<file path="src/design/adcam_pkg.sv">
// Constants, register map and types for the automatic-measurement control block
package adcam_pkg;

  // Register access ports
  localparam logic [7:0] I2C_PAGE_REGS = 8'h00;
  localparam logic [7:0] UC_BASE_HI = 8'hA0;

  // Register byte addresses on page 0; the local bus adds the base above
  localparam logic [7:0] OFS_CFG = 8'hD1;
  localparam logic [7:0] OFS_IEN = 8'hD2;
  localparam logic [7:0] OFS_AUX1 = 8'hD3;
  localparam logic [7:0] OFS_AUX2 = 8'hD4;
  localparam logic [7:0] OFS_AUX3 = 8'hD5;
  localparam logic [7:0] OFS_AUX4 = 8'hD6;
  localparam logic [7:0] OFS_RAIL = 8'hD7;
  localparam logic [7:0] OFS_CHG = 8'hD8;

  // Register file geometry
  localparam int NUM_REGS = 8;
  localparam logic [7:0] NUM_REGS_B = 8'h08;
  localparam int IDX_CFG = 0;
  localparam int IDX_IEN = 1;
  localparam int IDX_SCH0 = 2;
  localparam logic [7:0] REG_RST = 8'h00;
  localparam logic [7:0] DATA_ZERO = 8'h00;

  // Field positions
  localparam int CFG_MODE_BIT = 0;
  localparam int CFG_PWR_BIT = 2;
  localparam int SCH_EN_BIT = 0;
  localparam int SCH_EXP_LSB = 4;
  localparam int SCH_EXP_MSB = 7;

  // Alert positions, shared by status input and enable register
  localparam int ALR_PEN = 0;
  localparam int ALR_TEMP_OVER = 1;
  localparam int ALR_TEMP_UNDER = 2;
  localparam int ALR_BAT_OVER = 3;
  localparam int ALR_BAT_UNDER = 4;
  localparam int ALR_RAIL_OVER = 5;
  localparam int ALR_RAIL_UNDER = 6;
  localparam int ALR_BAT_CRIT = 7;

  // Scheduled sources, index order is service priority (0 first)
  localparam int NUM_SRC = 6;
  localparam logic [2:0] SRC_AUX1 = 3'h0;
  localparam logic [2:0] SRC_AUX2 = 3'h1;
  localparam logic [2:0] SRC_AUX3 = 3'h2;
  localparam logic [2:0] SRC_AUX4 = 3'h3;
  localparam logic [2:0] SRC_RAIL = 3'h4;
  localparam logic [2:0] SRC_CHG = 3'h5;

  // Timing
  localparam int CLK_PERIOD_NS = 25;
  localparam int MS_TIME_NS = 1000000;
  localparam int MS_CYCLES_DFLT = (MS_TIME_NS + CLK_PERIOD_NS - 1) / CLK_PERIOD_NS;
  localparam int PER_W = 16;

  typedef enum logic [0:0] {
    ARB_IDLE = 1'b0,
    ARB_REQ = 1'b1
  } adcam_arb_e;

endpackage

</file>
<file path="src/design/adcam_sched.sv">
// Per-source periodic scheduler counting millisecond ticks
`timescale 1ns/1ps
module adcam_sched (
  input wire logic i_clk_sys,
  input wire logic i_rstn,
  input wire logic i_en,
  input wire logic [3:0] i_exp,
  input wire logic i_ms_tick,
  output logic o_due
);
  import adcam_pkg::*;

  logic [PER_W-1:0] cnt_q;
  logic [PER_W-1:0] cnt_d;
  logic due_q;
  logic due_d;
  logic [PER_W-1:0] limit;
  logic at_limit;

  // Period is two to the exponent ticks; >= also copes with a shrunk exponent
  assign limit = (16'h0001 << i_exp) - 16'h0001;
  assign at_limit = cnt_q >= limit;
  assign cnt_d = !i_en ? 16'h0000 : (i_ms_tick ? (at_limit ? 16'h0000 : cnt_q + 16'h0001) : cnt_q);
  assign due_d = i_en && i_ms_tick && at_limit;
  assign o_due = due_q;

  // Counter and due pulse
  always_ff @(posedge i_clk_sys or negedge i_rstn) begin
    if (!i_rstn) begin
      cnt_q <= 16'h0000;
      due_q <= 1'b0;
    end else begin
      cnt_q <= cnt_d;
      due_q <= due_d;
    end
  end

  a_due_on_limit: assert property (@(posedge i_clk_sys) disable iff (!i_rstn)
    (i_en && i_ms_tick && cnt_q == limit) |=> o_due) else $error("due pulse missing at period end");
  a_due_needs_en: assert property (@(posedge i_clk_sys) disable iff (!i_rstn)
    o_due |-> ($past(i_en) && $past(i_ms_tick))) else $error("due pulse without enable and tick");
endmodule

</file>
<file path="src/design/adcam_arb.sv">
// Fixed-priority queue of due measurements toward the converter
`timescale 1ns/1ps
module adcam_arb (
  input wire logic i_clk_sys,
  input wire logic i_rstn,
  input wire logic [adcam_pkg::NUM_SRC-1:0] i_due,
  input wire logic i_ack,
  output logic o_req,
  output logic [2:0] o_src,
  output logic [adcam_pkg::NUM_SRC-1:0] o_pending
);
  import adcam_pkg::*;

  adcam_arb_e st_q;
  adcam_arb_e st_d;
  logic [NUM_SRC-1:0] pend_q;
  logic [NUM_SRC-1:0] pend_d;
  logic [NUM_SRC-1:0] clr;
  logic [2:0] src_q;
  logic [2:0] src_d;
  logic [2:0] first;
  logic take;
  logic done;

  // Lowest index pending wins
  function automatic logic [2:0] first_one(input logic [NUM_SRC-1:0] v);
    logic [2:0] r;
    r = 3'h0;
    for (int i = NUM_SRC - 1; i >= 0; i--) begin
      if (v[i]) begin
        r = 3'(i);
      end
    end
    return r;
  endfunction

  assign first = first_one(pend_q);
  assign take = (st_q == ARB_IDLE) && (|pend_q);
  assign done = (st_q == ARB_REQ) && i_ack;
  assign clr = done ? (6'h01 << src_q) : 6'h00;
  // A due that lands with its own grant stays queued: set beats clear
  assign pend_d = (pend_q & ~clr) | i_due;
  assign src_d = take ? first : src_q;
  assign o_req = (st_q == ARB_REQ);
  assign o_src = src_q;
  assign o_pending = pend_q;

  // Request state
  always_comb begin
    st_d = st_q;
    case (st_q)
      ARB_IDLE: begin
        if (take) begin
          st_d = ARB_REQ;
        end
      end
      ARB_REQ: begin
        if (i_ack) begin
          st_d = ARB_IDLE;
        end
      end
      default: begin
        st_d = ARB_IDLE;
      end
    endcase
  end

  // Queue registers
  always_ff @(posedge i_clk_sys or negedge i_rstn) begin
    if (!i_rstn) begin
      st_q <= ARB_IDLE;
      pend_q <= 6'h00;
      src_q <= 3'h0;
    end else begin
      st_q <= st_d;
      pend_q <= pend_d;
      src_q <= src_d;
    end
  end

  a_due_not_lost: assert property (@(posedge i_clk_sys) disable iff (!i_rstn)
    (|i_due) |=> ((pend_q & $past(i_due)) == $past(i_due))) else $error("due measurement dropped");
  a_fixed_prio: assert property (@(posedge i_clk_sys) disable iff (!i_rstn)
    $rose(o_req) |-> (($past(pend_q) & ((6'h01 << o_src) - 6'h01)) == 6'h00)) else $error("priority order broken");
  a_req_holds: assert property (@(posedge i_clk_sys) disable iff (!i_rstn)
    (o_req && !i_ack) |=> (o_req && $stable(o_src))) else $error("request withdrawn before ack");
endmodule

</file>
<file path="src/design/adcam_top.sv">
// Configuration registers, schedulers and interrupt gating of the measurement converter
`timescale 1ns/1ps
module adcam_top #(
  parameter int MS_CYCLES = adcam_pkg::MS_CYCLES_DFLT
) (
  input wire logic i_clk_sys,
  input wire logic i_rstn,
  // Register port from the I2C slave front end
  input wire logic [7:0] i_i2c_page,
  input wire logic [7:0] i_i2c_addr,
  input wire logic i_i2c_wr,
  input wire logic i_i2c_rd,
  input wire logic [7:0] i_i2c_wdata,
  output logic [7:0] o_i2c_rdata,
  output logic o_i2c_rvalid,
  // Embedded controller local bus
  input wire logic [15:0] i_uc_addr,
  input wire logic i_uc_wr,
  input wire logic i_uc_rd,
  input wire logic [7:0] i_uc_wdata,
  output logic [7:0] o_uc_rdata,
  output logic o_uc_rvalid,
  // Alert conditions from the comparators
  input wire logic [7:0] i_alert_status,
  output logic o_irq,
  // Converter control
  output logic o_touch_or_general_select,
  output logic o_converter_power_policy,
  output logic o_meas_req,
  output logic [2:0] o_meas_src,
  input wire logic i_meas_ack,
  output logic [adcam_pkg::NUM_SRC-1:0] o_meas_pending
);
  import adcam_pkg::*;

  ////////////////////////////////////////////////////////////////////////////
  // Address decode

  logic [7:0] i2c_off;
  logic [7:0] uc_off;
  logic i2c_hit;
  logic uc_hit;
  logic [2:0] i2c_idx;
  logic [2:0] uc_idx;

  // Both ports land on one register file; I2C only sees it on page 0
  assign i2c_off = i_i2c_addr - OFS_CFG;
  assign uc_off = i_uc_addr[7:0] - OFS_CFG;
  assign i2c_hit = (i_i2c_page == I2C_PAGE_REGS) && (i2c_off < NUM_REGS_B);
  assign uc_hit = (i_uc_addr[15:8] == UC_BASE_HI) && (uc_off < NUM_REGS_B);
  assign i2c_idx = i2c_off[2:0];
  assign uc_idx = uc_off[2:0];

  ////////////////////////////////////////////////////////////////////////////
  // Register file

  logic [7:0] reg_q [NUM_REGS];
  logic [NUM_REGS-1:0] i2c_we;
  logic [NUM_REGS-1:0] uc_we;

  // One flop byte per register; all bits stored, reserved ones included
  for (genvar k = 0; k < NUM_REGS; k++) begin : g_reg
    logic [7:0] reg_d;
    // Same-cycle writes to one register: the I2C host wins
    assign i2c_we[k] = i_i2c_wr && i2c_hit && (i2c_idx == 3'(k));
    assign uc_we[k] = i_uc_wr && uc_hit && (uc_idx == 3'(k));
    assign reg_d = i2c_we[k] ? i_i2c_wdata : (uc_we[k] ? i_uc_wdata : reg_q[k]);

    // Every field clears to zero at reset
    always_ff @(posedge i_clk_sys or negedge i_rstn) begin
      if (!i_rstn) begin
        reg_q[k] <= REG_RST;
      end else begin
        reg_q[k] <= reg_d;
      end
    end
  end

  ////////////////////////////////////////////////////////////////////////////
  // Read ports

  logic [7:0] i2c_rd_d;
  logic [7:0] uc_rd_d;
  logic [7:0] i2c_rdata_q;
  logic [7:0] uc_rdata_q;
  logic i2c_rvalid_q;
  logic uc_rvalid_q;

  // Unmapped addresses answer zero so a stray read is harmless
  assign i2c_rd_d = i2c_hit ? reg_q[i2c_idx] : DATA_ZERO;
  assign uc_rd_d = uc_hit ? reg_q[uc_idx] : DATA_ZERO;
  assign o_i2c_rdata = i2c_rdata_q;
  assign o_i2c_rvalid = i2c_rvalid_q;
  assign o_uc_rdata = uc_rdata_q;
  assign o_uc_rvalid = uc_rvalid_q;

  // Read data is held until the next read on that port
  always_ff @(posedge i_clk_sys or negedge i_rstn) begin
    if (!i_rstn) begin
      i2c_rdata_q <= DATA_ZERO;
      uc_rdata_q <= DATA_ZERO;
      i2c_rvalid_q <= 1'b0;
      uc_rvalid_q <= 1'b0;
    end else begin
      i2c_rdata_q <= i_i2c_rd ? i2c_rd_d : i2c_rdata_q;
      uc_rdata_q <= i_uc_rd ? uc_rd_d : uc_rdata_q;
      i2c_rvalid_q <= i_i2c_rd;
      uc_rvalid_q <= i_uc_rd;
    end
  end

  ////////////////////////////////////////////////////////////////////////////
  // Mode and power outputs

  logic [7:0] cfg;
  logic [7:0] ien;

  // Straight from the register flops, no extra stage of latency
  assign cfg = reg_q[IDX_CFG];
  assign ien = reg_q[IDX_IEN];
  assign o_touch_or_general_select = cfg[CFG_MODE_BIT];
  assign o_converter_power_policy = cfg[CFG_PWR_BIT];

  ////////////////////////////////////////////////////////////////////////////
  // Interrupt gating

  logic [7:0] irq_gated;
  logic irq_q;

  // Status is a live level; nothing here is sticky, so the line drops with the cause
  assign irq_gated[ALR_PEN] = i_alert_status[ALR_PEN] & ien[ALR_PEN];
  assign irq_gated[ALR_TEMP_OVER] = i_alert_status[ALR_TEMP_OVER] & ien[ALR_TEMP_OVER];
  assign irq_gated[ALR_TEMP_UNDER] = i_alert_status[ALR_TEMP_UNDER] & ien[ALR_TEMP_UNDER];
  assign irq_gated[ALR_BAT_OVER] = i_alert_status[ALR_BAT_OVER] & ien[ALR_BAT_OVER];
  assign irq_gated[ALR_BAT_UNDER] = i_alert_status[ALR_BAT_UNDER] & ien[ALR_BAT_UNDER];
  assign irq_gated[ALR_RAIL_OVER] = i_alert_status[ALR_RAIL_OVER] & ien[ALR_RAIL_OVER];
  assign irq_gated[ALR_RAIL_UNDER] = i_alert_status[ALR_RAIL_UNDER] & ien[ALR_RAIL_UNDER];
  assign irq_gated[ALR_BAT_CRIT] = i_alert_status[ALR_BAT_CRIT] & ien[ALR_BAT_CRIT];
  assign o_irq = irq_q;

  // Registered so the pin is glitch free
  always_ff @(posedge i_clk_sys or negedge i_rstn) begin
    if (!i_rstn) begin
      irq_q <= 1'b0;
    end else begin
      irq_q <= |irq_gated;
    end
  end

  ////////////////////////////////////////////////////////////////////////////
  // Millisecond tick

  logic [PER_W-1:0] ms_cnt_q;
  logic ms_last;
  logic ms_tick_q;

  // Free-running so all schedulers share one time base
  assign ms_last = ms_cnt_q == PER_W'(MS_CYCLES - 1);

  always_ff @(posedge i_clk_sys or negedge i_rstn) begin
    if (!i_rstn) begin
      ms_cnt_q <= 16'h0000;
      ms_tick_q <= 1'b0;
    end else begin
      ms_cnt_q <= ms_last ? 16'h0000 : ms_cnt_q + 16'h0001;
      ms_tick_q <= ms_last;
    end
  end

  ////////////////////////////////////////////////////////////////////////////
  // Schedulers, one per source in priority order

  logic [NUM_SRC-1:0] sch_en;
  logic [NUM_SRC-1:0] sch_due;

  // Aux 1..4, rail, charge current sit at consecutive register slots
  for (genvar s = 0; s < NUM_SRC; s++) begin : g_sch
    logic [7:0] sch_reg;
    assign sch_reg = reg_q[IDX_SCH0 + s];
    assign sch_en[s] = sch_reg[SCH_EN_BIT];

    // Counter per source, so no source shifts another's phase
    adcam_sched u_sched (
      .i_clk_sys(i_clk_sys),
      .i_rstn(i_rstn),
      .i_en(sch_en[s]),
      .i_exp(sch_reg[SCH_EXP_MSB:SCH_EXP_LSB]),
      .i_ms_tick(ms_tick_q),
      .o_due(sch_due[s])
    );
  end

  ////////////////////////////////////////////////////////////////////////////
  // Measurement request queue

  // Converter acks a request when it starts that conversion
  adcam_arb u_arb (
    .i_clk_sys(i_clk_sys),
    .i_rstn(i_rstn),
    .i_due(sch_due),
    .i_ack(i_meas_ack),
    .o_req(o_meas_req),
    .o_src(o_meas_src),
    .o_pending(o_meas_pending)
  );

  ////////////////////////////////////////////////////////////////////////////
  // Checks

  // Any enabled alert shows on the pin one cycle later
  a_irq_raise: assert property (
    @(posedge i_clk_sys) disable iff (!i_rstn)
    (|(i_alert_status & ien)) |=>
    o_irq)
    else $error("enabled alert did not raise irq");

  // Raw status with no enable must never leak to the pin
  a_irq_quiet: assert property (
    @(posedge i_clk_sys) disable iff (!i_rstn)
    ((i_alert_status & ien) == 8'h00) |=>
    !o_irq)
    else $error("irq without enabled alert");

  // Pen contact alone is silent while its enable is clear
  a_pen_masked: assert property (
    @(posedge i_clk_sys) disable iff (!i_rstn)
    (i_alert_status == 8'h01 && !ien[ALR_PEN]) |=>
    !o_irq)
    else $error("masked pen contact raised irq");

  // Critical battery has its own gate in the top bit
  a_crit_gate: assert property (
    @(posedge i_clk_sys) disable iff (!i_rstn)
    (i_alert_status == 8'h80 && ien == 8'h80) |=>
    o_irq)
    else $error("critical battery irq lost");

  // Every config bit is stored, reserved ones included
  a_i2c_cfg_write: assert property (
    @(posedge i_clk_sys) disable iff (!i_rstn)
    (i_i2c_wr && i_i2c_page == 8'h00 && i_i2c_addr == OFS_CFG) |=>
    (cfg == $past(i_i2c_wdata) && o_touch_or_general_select == $past(i_i2c_wdata[0])))
    else $error("config write not applied");

  // Local bus write lands unless the host hit the same byte
  a_uc_cfg_write: assert property (
    @(posedge i_clk_sys) disable iff (!i_rstn)
    (i_uc_wr && i_uc_addr == 16'hA0D1 && !i2c_we[IDX_CFG]) |=>
    (o_converter_power_policy == $past(i_uc_wdata[2]) && cfg == $past(i_uc_wdata)))
    else $error("local bus config write not applied");

  // Enable register written from the host takes effect next cycle
  a_ien_write: assert property (
    @(posedge i_clk_sys) disable iff (!i_rstn)
    (i_i2c_wr && i_i2c_page == 8'h00 && i_i2c_addr == OFS_IEN) |=>
    (ien == $past(i_i2c_wdata)))
    else $error("enable write not applied");

  // Read returns the value before any same-cycle write
  a_uc_read_back: assert property (
    @(posedge i_clk_sys) disable iff (!i_rstn)
    (i_uc_rd && i_uc_addr == 16'hA0D8) |=>
    (o_uc_rvalid && o_uc_rdata == $past(reg_q[7])))
    else $error("local bus read wrong");

  // Reads off page 0 answer zero rather than alias a register
  a_unmapped_zero: assert property (
    @(posedge i_clk_sys) disable iff (!i_rstn)
    (i_i2c_rd && i_i2c_page != 8'h00) |=>
    (o_i2c_rvalid && o_i2c_rdata == 8'h00))
    else $error("off-page read not zero");

  // Valid answers exactly one cycle after each read strobe
  a_rvalid_pulse: assert property (
    @(posedge i_clk_sys) disable iff (!i_rstn)
    1'b1 |=>
    (o_i2c_rvalid == $past(i_i2c_rd) && o_uc_rvalid == $past(i_uc_rd)))
    else $error("read valid not one cycle after strobe");

  // Disabled schedulers never produce a due
  a_disabled_idle: assert property (
    @(posedge i_clk_sys) disable iff (!i_rstn)
    (sch_en == 6'h00) [*2] |->
    (sch_due == 6'h00))
    else $error("disabled source fell due");

  // Tick is one cycle wide; MS_CYCLES must stay at two or more
  a_ms_spacing: assert property (
    @(posedge i_clk_sys) disable iff (!i_rstn)
    ms_tick_q |=>
    !ms_tick_q)
    else $error("tick repeated back to back");

  // A request always names a source still marked pending
  a_req_pending: assert property (
    @(posedge i_clk_sys) disable iff (!i_rstn)
    o_meas_req |->
    o_meas_pending[o_meas_src])
    else $error("request without pending source");

  // Ack ends the request; the next one waits an idle cycle
  a_ack_ends_req: assert property (
    @(posedge i_clk_sys) disable iff (!i_rstn)
    (o_meas_req && i_meas_ack) |=>
    !o_meas_req)
    else $error("request kept after ack");

  // Main scenarios reached
  c_touch_mode: cover property (@(posedge i_clk_sys) disable iff (!i_rstn)
    $rose(o_touch_or_general_select));

  c_irq_pen: cover property (@(posedge i_clk_sys) disable iff (!i_rstn)
    $rose(o_irq) && i_alert_status[ALR_PEN]);

  c_two_due: cover property (@(posedge i_clk_sys) disable iff (!i_rstn)
    $countones(sch_due) > 1);

  c_req_served: cover property (@(posedge i_clk_sys) disable iff (!i_rstn)
    o_meas_req ##1 i_meas_ack);

  c_all_pending: cover property (@(posedge i_clk_sys) disable iff (!i_rstn)
    o_meas_pending == 6'h3F);
endmodule

</file>
<file path="config.mk">
export PLATFORM = sky130hd
export DESIGN_NAME = adcam_top
export DESIGN_NICKNAME = d
export VERILOG_FILES = /design/src/design/adcam_pkg.sv /design/src/design/adcam_sched.sv /design/src/design/adcam_arb.sv /design/src/design/adcam_top.sv
export SDC_FILE = /design/constraint.sdc
export NUM_CORES = 1
export LEC_CHECK = 0
export BUFFER_PORTS_ARGS = -buffer_cell sky130_fd_sc_hd__buf_2
export CELL_PAD_IN_SITES_DETAIL_PLACEMENT = 1
export CELL_PAD_IN_SITES_GLOBAL_PLACEMENT = 1
export CORE_MARGIN = 5
export CORE_UTILIZATION = 50
export CTS_BUF_LIST = sky130_fd_sc_hd__clkbuf_4 sky130_fd_sc_hd__clkbuf_8
export DETAILED_ROUTE_END_ITERATION = 6
export GPL_ROUTABILITY_DRIVEN = 0
export GPL_TIMING_DRIVEN = 0
export PLACE_DENSITY = 0.92
export REMOVE_ABC_BUFFERS = 1
export SLEW_MARGIN = 0
export SYNTH_ARGS = -nofsm -noshare
export SYNTH_HDL_FRONTEND = slang
export SYNTH_SLANG_ARGS = --single-unit
</file>
<file path="constraint.sdc">
create_clock -name i_clk_sys -period 9.8 [get_ports i_clk_sys]
set_input_delay 0.98 -clock i_clk_sys [delete_from_list [all_inputs] [get_ports i_clk_sys]]
set_output_delay 0.98 -clock i_clk_sys [all_outputs]
set_load 0.02 [all_outputs]
</file>
==> results by group, run 1 <==
Status
  • Outcome: finished, final reports clean

Worst setup path
  • Critical Path RT: 10.28 ns
  • Crit path largest cell delay: 0.86 ns
  • Cells on worst reg2reg path: 13
  • Crit path capture type: flop
  • Slowest CP cell: o31ai_4
  • Critical-path cell list: or2_2 > nand2b_1 > ha_1 > nor4_1 > a31oi_1 > o22a_1 > ha_1 > and3_1 > a221oi_1 > nand3_1 > o31ai_4 > o21ai_0 > a31oi_1
  • Worst R2R Start: g_sch[5].sch_reg[5]
  • Worst Setup SP: g_sch[5].sch_reg[5]
  • Worst EP arrival: 4.97 ns
  • CP Launch Type: flop
  • CP max FO: 27
  • Kind of critical path: reg2reg

Clock tree
  • PostCTS Resize Cnt: 0
  • Skew-Pair Late Insertion Delay: 0.59 ns
  • Hold buffers post-CTS: 0
  • Setup Fix Bufs, Post-CTS: 0
  • Clock transition at path regs: 0.06 ns
  • CTS H-tree depth: 2
  • Clock Tree Buf Depth: 3
  • CTS Buf Count: 41
  • TritonCTS clock tree: done
  • CTS root buffer: clkbuf_8
  • Clock sink count: 212

Synth
  • Flops & latches, synth: 212
  • Synth top cells by count: nand2_1 (226), dfrtp_1 (212), ha_1 (119)
  • Post-synth EDFFs: 0
  • Synthesized instance count: 1,645
  • Synth Flop Type: dfrtp_1
  • Post-synthesis sequential area ratio: 0.356
  • Total of warnings raised by yosys: 0
  • Synth area leader: dfrtp_1
  • Post-Syn Area: 0.0149 mm2
  • Post-synth cell types: 62
  • Yosys top cell area share: 0.356
  • Most common cell in the netlist: nand2_1
  • Syn avg cell area: 9.05 um2
  • Synth area leaders: dfrtp_1 (36%), ha_1 (10%), nand2_1 (5.7%), mux2i_1 (4.5%), mux4_2 (3.9%)
  • Ys async rst share: 1.00

Global route
  • GR Util met2: 0.492
  • GRT Util Overall: 0.288
  • Met3 Use GR: 0.0556
  • Met1 usage: 0.342
  • Vias in the first global route: 14,900
  • Initial antenna violation count: 4
  • Total congestion overflow: 0
  • Pin count of the biggest net entering global routing: 113
  • First-pass GRT wire length: 78.9 mm
  • GR peak layer: met2

Placed design
  • Port buffer count: 93
  • DP HPWL: 33.2 mm

Power
  • LEAKAGE: 7.06 nW
  • Pwr/cell area: 116 mW/mm2
  • VDD IR-drop max: 0.0845 mV

Detailed routing
  • DR WL/cell: 23.3 um
  • Pre-Repair DR Iteration Count: 5
  • Vias: 14,000
  • Total Wirelength: 49.3 mm
  • Drt initial violations: 1,060
  • Vias/cell: 6.61
  • Antenna Violating Nets Remaining: 0
  • Number of remaining DRC errors: 0

Layout
  • Area growth, synth to finish: 10.8%
  • Number of flip-flops in the largest register: 96
  • Fin nets: 1,882
  • Final core utilization: 0.560
  • Layout cell share with drive strength beyond 1: 0.147

STA
  • Clock skew: 0.0416 ns
  • Setup violators final: 0
  • Period utilisation layout: 0.458
  • Final min period: 4.49 ns
  • Final Hold Fails: 0
  • Max-Slew Margin vs Limit: 0.0823
  • Setup TNS: 0 ns
  • Least-Margin Pin Slew: 1.37 ns
  • Max Slew Vio Count: 0
  • Fmax: 0.223 GHz
  • Unrepaired setup endpoints after global routing: false

Floorplanning
  • Row count: 63
  • Starting Density: 0.505
  • Core area: 0.0295 mm2
  • Die X: 183 um
  • Die Span Y: 183 um
  • Die area: 0.0333 mm2
  • I/O Pins: 94

Min path
  • Min-delay worst type: reg2reg
  • Critical hold path startpoint: g_sch[5].u_sched.o_due
  • Hold-critical path depth: 1

Run
  • Maxcap violations: 0
-- cells by family (layout without fill, tap and decap cells) --
logic type	count (synthesis)	after routing	share of synthesized area
simple gates	609	609	0.207
compound gates	419	419	0.176
flops	212	212	0.356
buf+inv	142	216	0.0382
fa+ha+maj	119	119	0.100
mux	110	110	0.103
xor+xnor	33	33	0.0194
other cells	1	9	0.000252
-- cell usage in the layout (no fill, tap or decap), drive strengths merged, types with 9 or more instances in the layout --
| cell | count |
|---|---|
| a211oi | 11 |
| a21oi | 98 |
| a22o | 17 |
| a31oi | 79 |
| a41oi | 12 |
| and3 | 32 |
| buf | 103 |
| clkbuf | 61 |
| dfrtp | 212 |
| ha | 119 |
| inv | 47 |
| mux2 | 11 |
| mux2i | 67 |
| mux4 | 32 |
| nand2 | 226 |
| nand2b | 40 |
| nand3 | 74 |
| nand3b | 16 |
| nand4 | 23 |
| nor2 | 94 |
| nor2b | 13 |
| nor3 | 35 |
| nor4 | 10 |
| o211ai | 9 |
| o21a | 10 |
| o21ai | 128 |
| o31ai | 9 |
| or4 | 9 |
| xor2 | 26 |
-- power breakdown --
| part | total (mW) | internal, mW | switching, mW |
|---|---|---|---|
| clock network | 0.936 | 0.523 | 0.413 |
| registers | 0.877 | 0.876 | 0.000607 |
| logic | 0.103 | 0.0290 | 0.0736 |
| total | 1.92 | 1.43 | 0.488 |
-- worst max-delay path, delay by kind of cell (launching register included) --
family / cells / cell delay (ns)
adders and majority gates: 2 / 0.68
AOI/OAI and AO/OA: 6 / 1.97
and+or+nand+nor: 5 / 1.21
DFF: 1 / 0.54
-- layer usage --
layer / up-vias / part of all wire / wire (um)
met1: 6953 / 0.38 / 18600
met4: 2 / 0.058 / 2860
met5: - / 0.00026 / 13
met2: 597 / 0.49 / 24400
li1: 6198 / - / -
met3: 250 / 0.069 / 3400
-- per-stage QoR --
stage / area, um2 / hold WS, ns / total power, mW / std cells / setup WS [ns]
2_1_floorplan: 14500 / 0.404 / 0.926 / 1554 / 5.26
3_5_place_dp: 15700 / 0.424 / 0.991 / 2047 / 5.17
3_3_place_gp: 15500 / 0.414 / 0.981 / 2037 / 3.95
6_report: 16500 / 0.426 / 1.92 / 2117 / 5.31
5_1_grt: 16500 / 0.447 / 1.97 / 2116 / 4.99
4_1_cts: 16500 / 0.435 / 1.92 / 2114 / 5.40
-- cell type report --
type                       instances  area, um2
inverter                          46        173
sequential                       212       5310
clock inverter                     6       66.3
clock buffer                      61        764
tap                              390        488
antenna                            3       7.51
timing repair buffer             103        604
fill                            3386      13000
multi-input combinational       1296       9090
-- worst paths after layout --
path	end	slack, ns
max	g_sch[5].u_sched.cnt_q[11]	5.31
min	u_arb.o_pending[5]	0.43
max reg2reg	g_sch[5].u_sched.cnt_q[11]	5.31
min reg2reg	u_arb.o_pending[5]	0.43
max in group asynchronous	g_sch[3].u_sched.cnt_q[1]	8.22
min in group asynchronous	cfg[5]	0.49
No activity file was read; power rests on OpenSTA's default activity.
==> run 2, diff against run 1 <==
- CORE_UTILIZATION: 50 -> 45
- PLACE_DENSITY: 0.92 -> 0.88
- clock period: 9.8 -> 3.65 ns (I/O delays scaled with it)
==> results by group, run 2 (same netlist as run 1, synthesis figures left out) <==
Global route
  • GR peak layer: met2
  • GR Util met2: 0.443 (-0.0489)
  • Pin count of the biggest net entering global routing: 116 (+2.7%)
  • Initial antenna violation count: 6 (+2)
  • Vias in the first global route: 14,700 (-1.9%)
  • Met3 Use GR: 0.0496 (-0.00599)
  • GRT Util Overall: 0.257 (-0.0310)
  • First-pass GRT wire length: 77.3 mm (-2.0%)
  • Total congestion overflow: 0 (unchanged)
  • Met1 usage: 0.320 (-0.0215)

Power
  • Power, Total: 5.13 mW (+170%)
  • Flop pwr share: 0.459 (about the same)
  • Switching Share: 0.254 (-0.000901)
  • VDD IR-drop max: 0.231 mV (+170%)
  • Share of power burned in the clock network: 0.485 (-0.004)
  • Comb pwr share: 0.055 (about the same)
  • Int Pwr: 3.83 mW (+170%)
  • Pwr/cell area: 296 mW/mm2 (+150%)
  • Net switching power figure: 1.30 mW (+170%)
  • LEAKAGE: 7.37 nW (+4.4%)

Layout
  • Commonest cells after routing, fill and taps aside: nand2_1 (226), dfrtp_1 (188), ha_1 (113)
  • Layout cell share with drive strength beyond 1: 0.204 (+0.0575)
  • Number of flip-flops in the largest register: 96 (unchanged)
  • Commonest non-fill, non-tap cell in the layout: nand2_1
  • Fin nets: 1,936 (+2.9%)
  • Area growth, synth to finish: 16.4%
  • Design Area, Final: 0.0173 mm2 (+5.0%)

STA
  • Least-Margin Pin Slew: 1.61 ns (+0.238 ns)
  • Max Slew Vio Count: 13 (+13)
  • Final Hold Fails: 0 (unchanged)
  • Setup violators final: 0 (unchanged)
  • Fmax: 0.274 GHz (+23%)
  • Final hold slack: 0.0371 ns (-0.389 ns)
  • Period utilisation layout: 1.00 (+0.542)
  • Final min period: 3.65 ns (-0.840 ns)
  • Setup TNS: 0 ns (unchanged)
  • Max-Slew Margin vs Limit: -0.0737 (-0.156)
  • Clock skew: 0.0410 ns (-0.000601 ns)

Worst setup path
  • Crit path capture type: flop
  • Critical Path RT: 4.15 ns (-6.13 ns)
  • CP Launch Type: flop
  • Worst EP arrival: 4.15 ns (-0.82 ns)
  • Kind of critical path: reg2reg
  • CP max FO: 13 (-52%)

Detailed routing
  • Vias: 14,600 (+4.1%)
  • Total Wirelength: 54.0 mm (+9.6%)
  • Pre-Repair DR Iteration Count: 5 (unchanged)
  • Antenna Violating Nets Remaining: 0 (unchanged)
  • Drt initial violations: 1,287 (+21%)
  • DR WL/cell: 24.3 um (+4.3%)
  • Number of remaining DRC errors: 0 (unchanged)
  • Vias/cell: 6.55 (-0.95%)

Clock tree
  • TritonCTS clock tree: done
  • Clock transition at path regs: 0.07 ns (about the same)
  • Skew-Pair Late Insertion Delay: 0.59 ns (about the same)
  • Clock sink count: 212 (unchanged)
  • CTS root buffer: clkbuf_8
  • CTS H-tree depth: 2 (unchanged)
  • CTS Buf Count: 40 (-2.4%)
  • Clock Tree Buf Depth: 3 (unchanged)

Run
  • Maxcap violations: 1 (+1)

Floorplanning
  • Starting Density: 0.456 (-0.0486)
  • I/O Pins: 94 (unchanged)
  • Die X: 192 um (+5.1%)
  • Row count: 66 (+4.8%)
  • Die Span Y: 192 um (+5.1%)
  • Core area: 0.0326 mm2 (+11%)
  • Die area: 0.0368 mm2 (+10%)

Status
  • Failing checks: capacitance limit, slew limit
  • Outcome: finished, violations left

Placed design
  • DP HPWL: 32.1 mm (-3.3%)
  • Port buffer count: 93 (unchanged)
  • Post-place instance area: 0.0157 mm2 (+0.30%)

Min path
  • Min-delay worst type: in2reg
[run 2: changes by cell type in the layout (fill, tap and decap cells not counted), moves of 4 or more]
cell and change:
buf_4 +46, buf_12 +4, ha_2 +4, nor2_1 -8, dfrtp_1 -24, nor2_2 +6, a221oi_2 +5, dfrtp_2 +23
a221oi_1 -5, ha_1 -6
[run 2: final timing paths]
path / startpoint / to / slack [ns] / cells past startpoint
worst max register to register: g_sch[0].sch_reg[7] / g_sch[0].u_sched.cnt_q[10] / 0.002 / 13
worst max-delay path: g_sch[0].sch_reg[7] / g_sch[0].u_sched.cnt_q[10] / 0.002 / 13
min in group asynchronous: i_rstn / ms_cnt_q[7] / 0.44 / 2
worst min-delay path: i_i2c_rd / o_i2c_rvalid / 0.04 / 1
max in group asynchronous: i_rstn / g_sch[0].sch_reg[6] / 2.09 / 3
worst min register to register: g_sch[4].u_sched.o_due / u_arb.o_pending[4] / 0.44 / 1
[run 2: final cells by class]
type / instances / area (um2)
Timing Repair Buffer: 154 / 1040
Inverter: 46 / 173
Sequential cell: 212 / 5340
Antenna cell: 5 / 12.5
Fill cell: 3760 / 15300
Clock inverter: 8 / 95.1
Multi-Input combinational cell: 1300 / 9390
Tap cell: 442 / 553
Clock buffer: 57 / 716
[run 2: what timing repair did]
item,CTS,global route
endpoints found under the setup margin,86,104
endpoints found under the hold margin,98,0
buffers inserted,16,34
pin swaps,11,5
cloned,4,0
hold buffers,2,0
resized for setup,34,38
[run 2: power by group through the flow]
stage / Clock (mW) / Combinational (mW) / Sequential [mW]
after CTS: 2.51 / 0.261 / 2.35
final: 2.49 / 0.283 / 2.35
after global routing: 2.64 / 0.300 / 2.35
after detailed placement: 0 / 0.256 / 2.40
after floorplan: 0 / 0.0885 / 2.40
after global placement: 0 / 0.240 / 2.40
[run 2: routing by layer]
layer	share of wire	vias to the layer above
li1	-	6312
met1	0.38	7272
met2	0.49	706
met3	0.073	272
met4	0.059	6
met5	0.00072	-
[run 2: worst max-delay path, stage by stage (launching register included)]
cell and delay, ns:
dfrtp_2 0.49, nor2_2 0.22, nand3b_1 0.14, ha_2 0.29, nor4b_4 0.33, a22oi_1 0.14, ha_1 0.24, a211oi_1 0.32
nor2_1 0.12, or3_1 0.48, o31ai_4 0.30, buf_12 0.17, a41oi_1 0.13, a31oi_1 0.17
[run 2: metrics by stage]
| stage | util | instances | setup slack (ns) |
|---|---|---|---|
| global placement | 0.476 | 2089 | -1.86 |
| floorplan | - | 1554 | -0.889 |
| detailed placement | 0.481 | 2097 | -0.753 |
| CTS | 0.517 | 2184 | 0.0100 |
| finish | 0.531 | 2224 | 0.00164 |
| global route | 0.531 | 2222 | -0.103 |
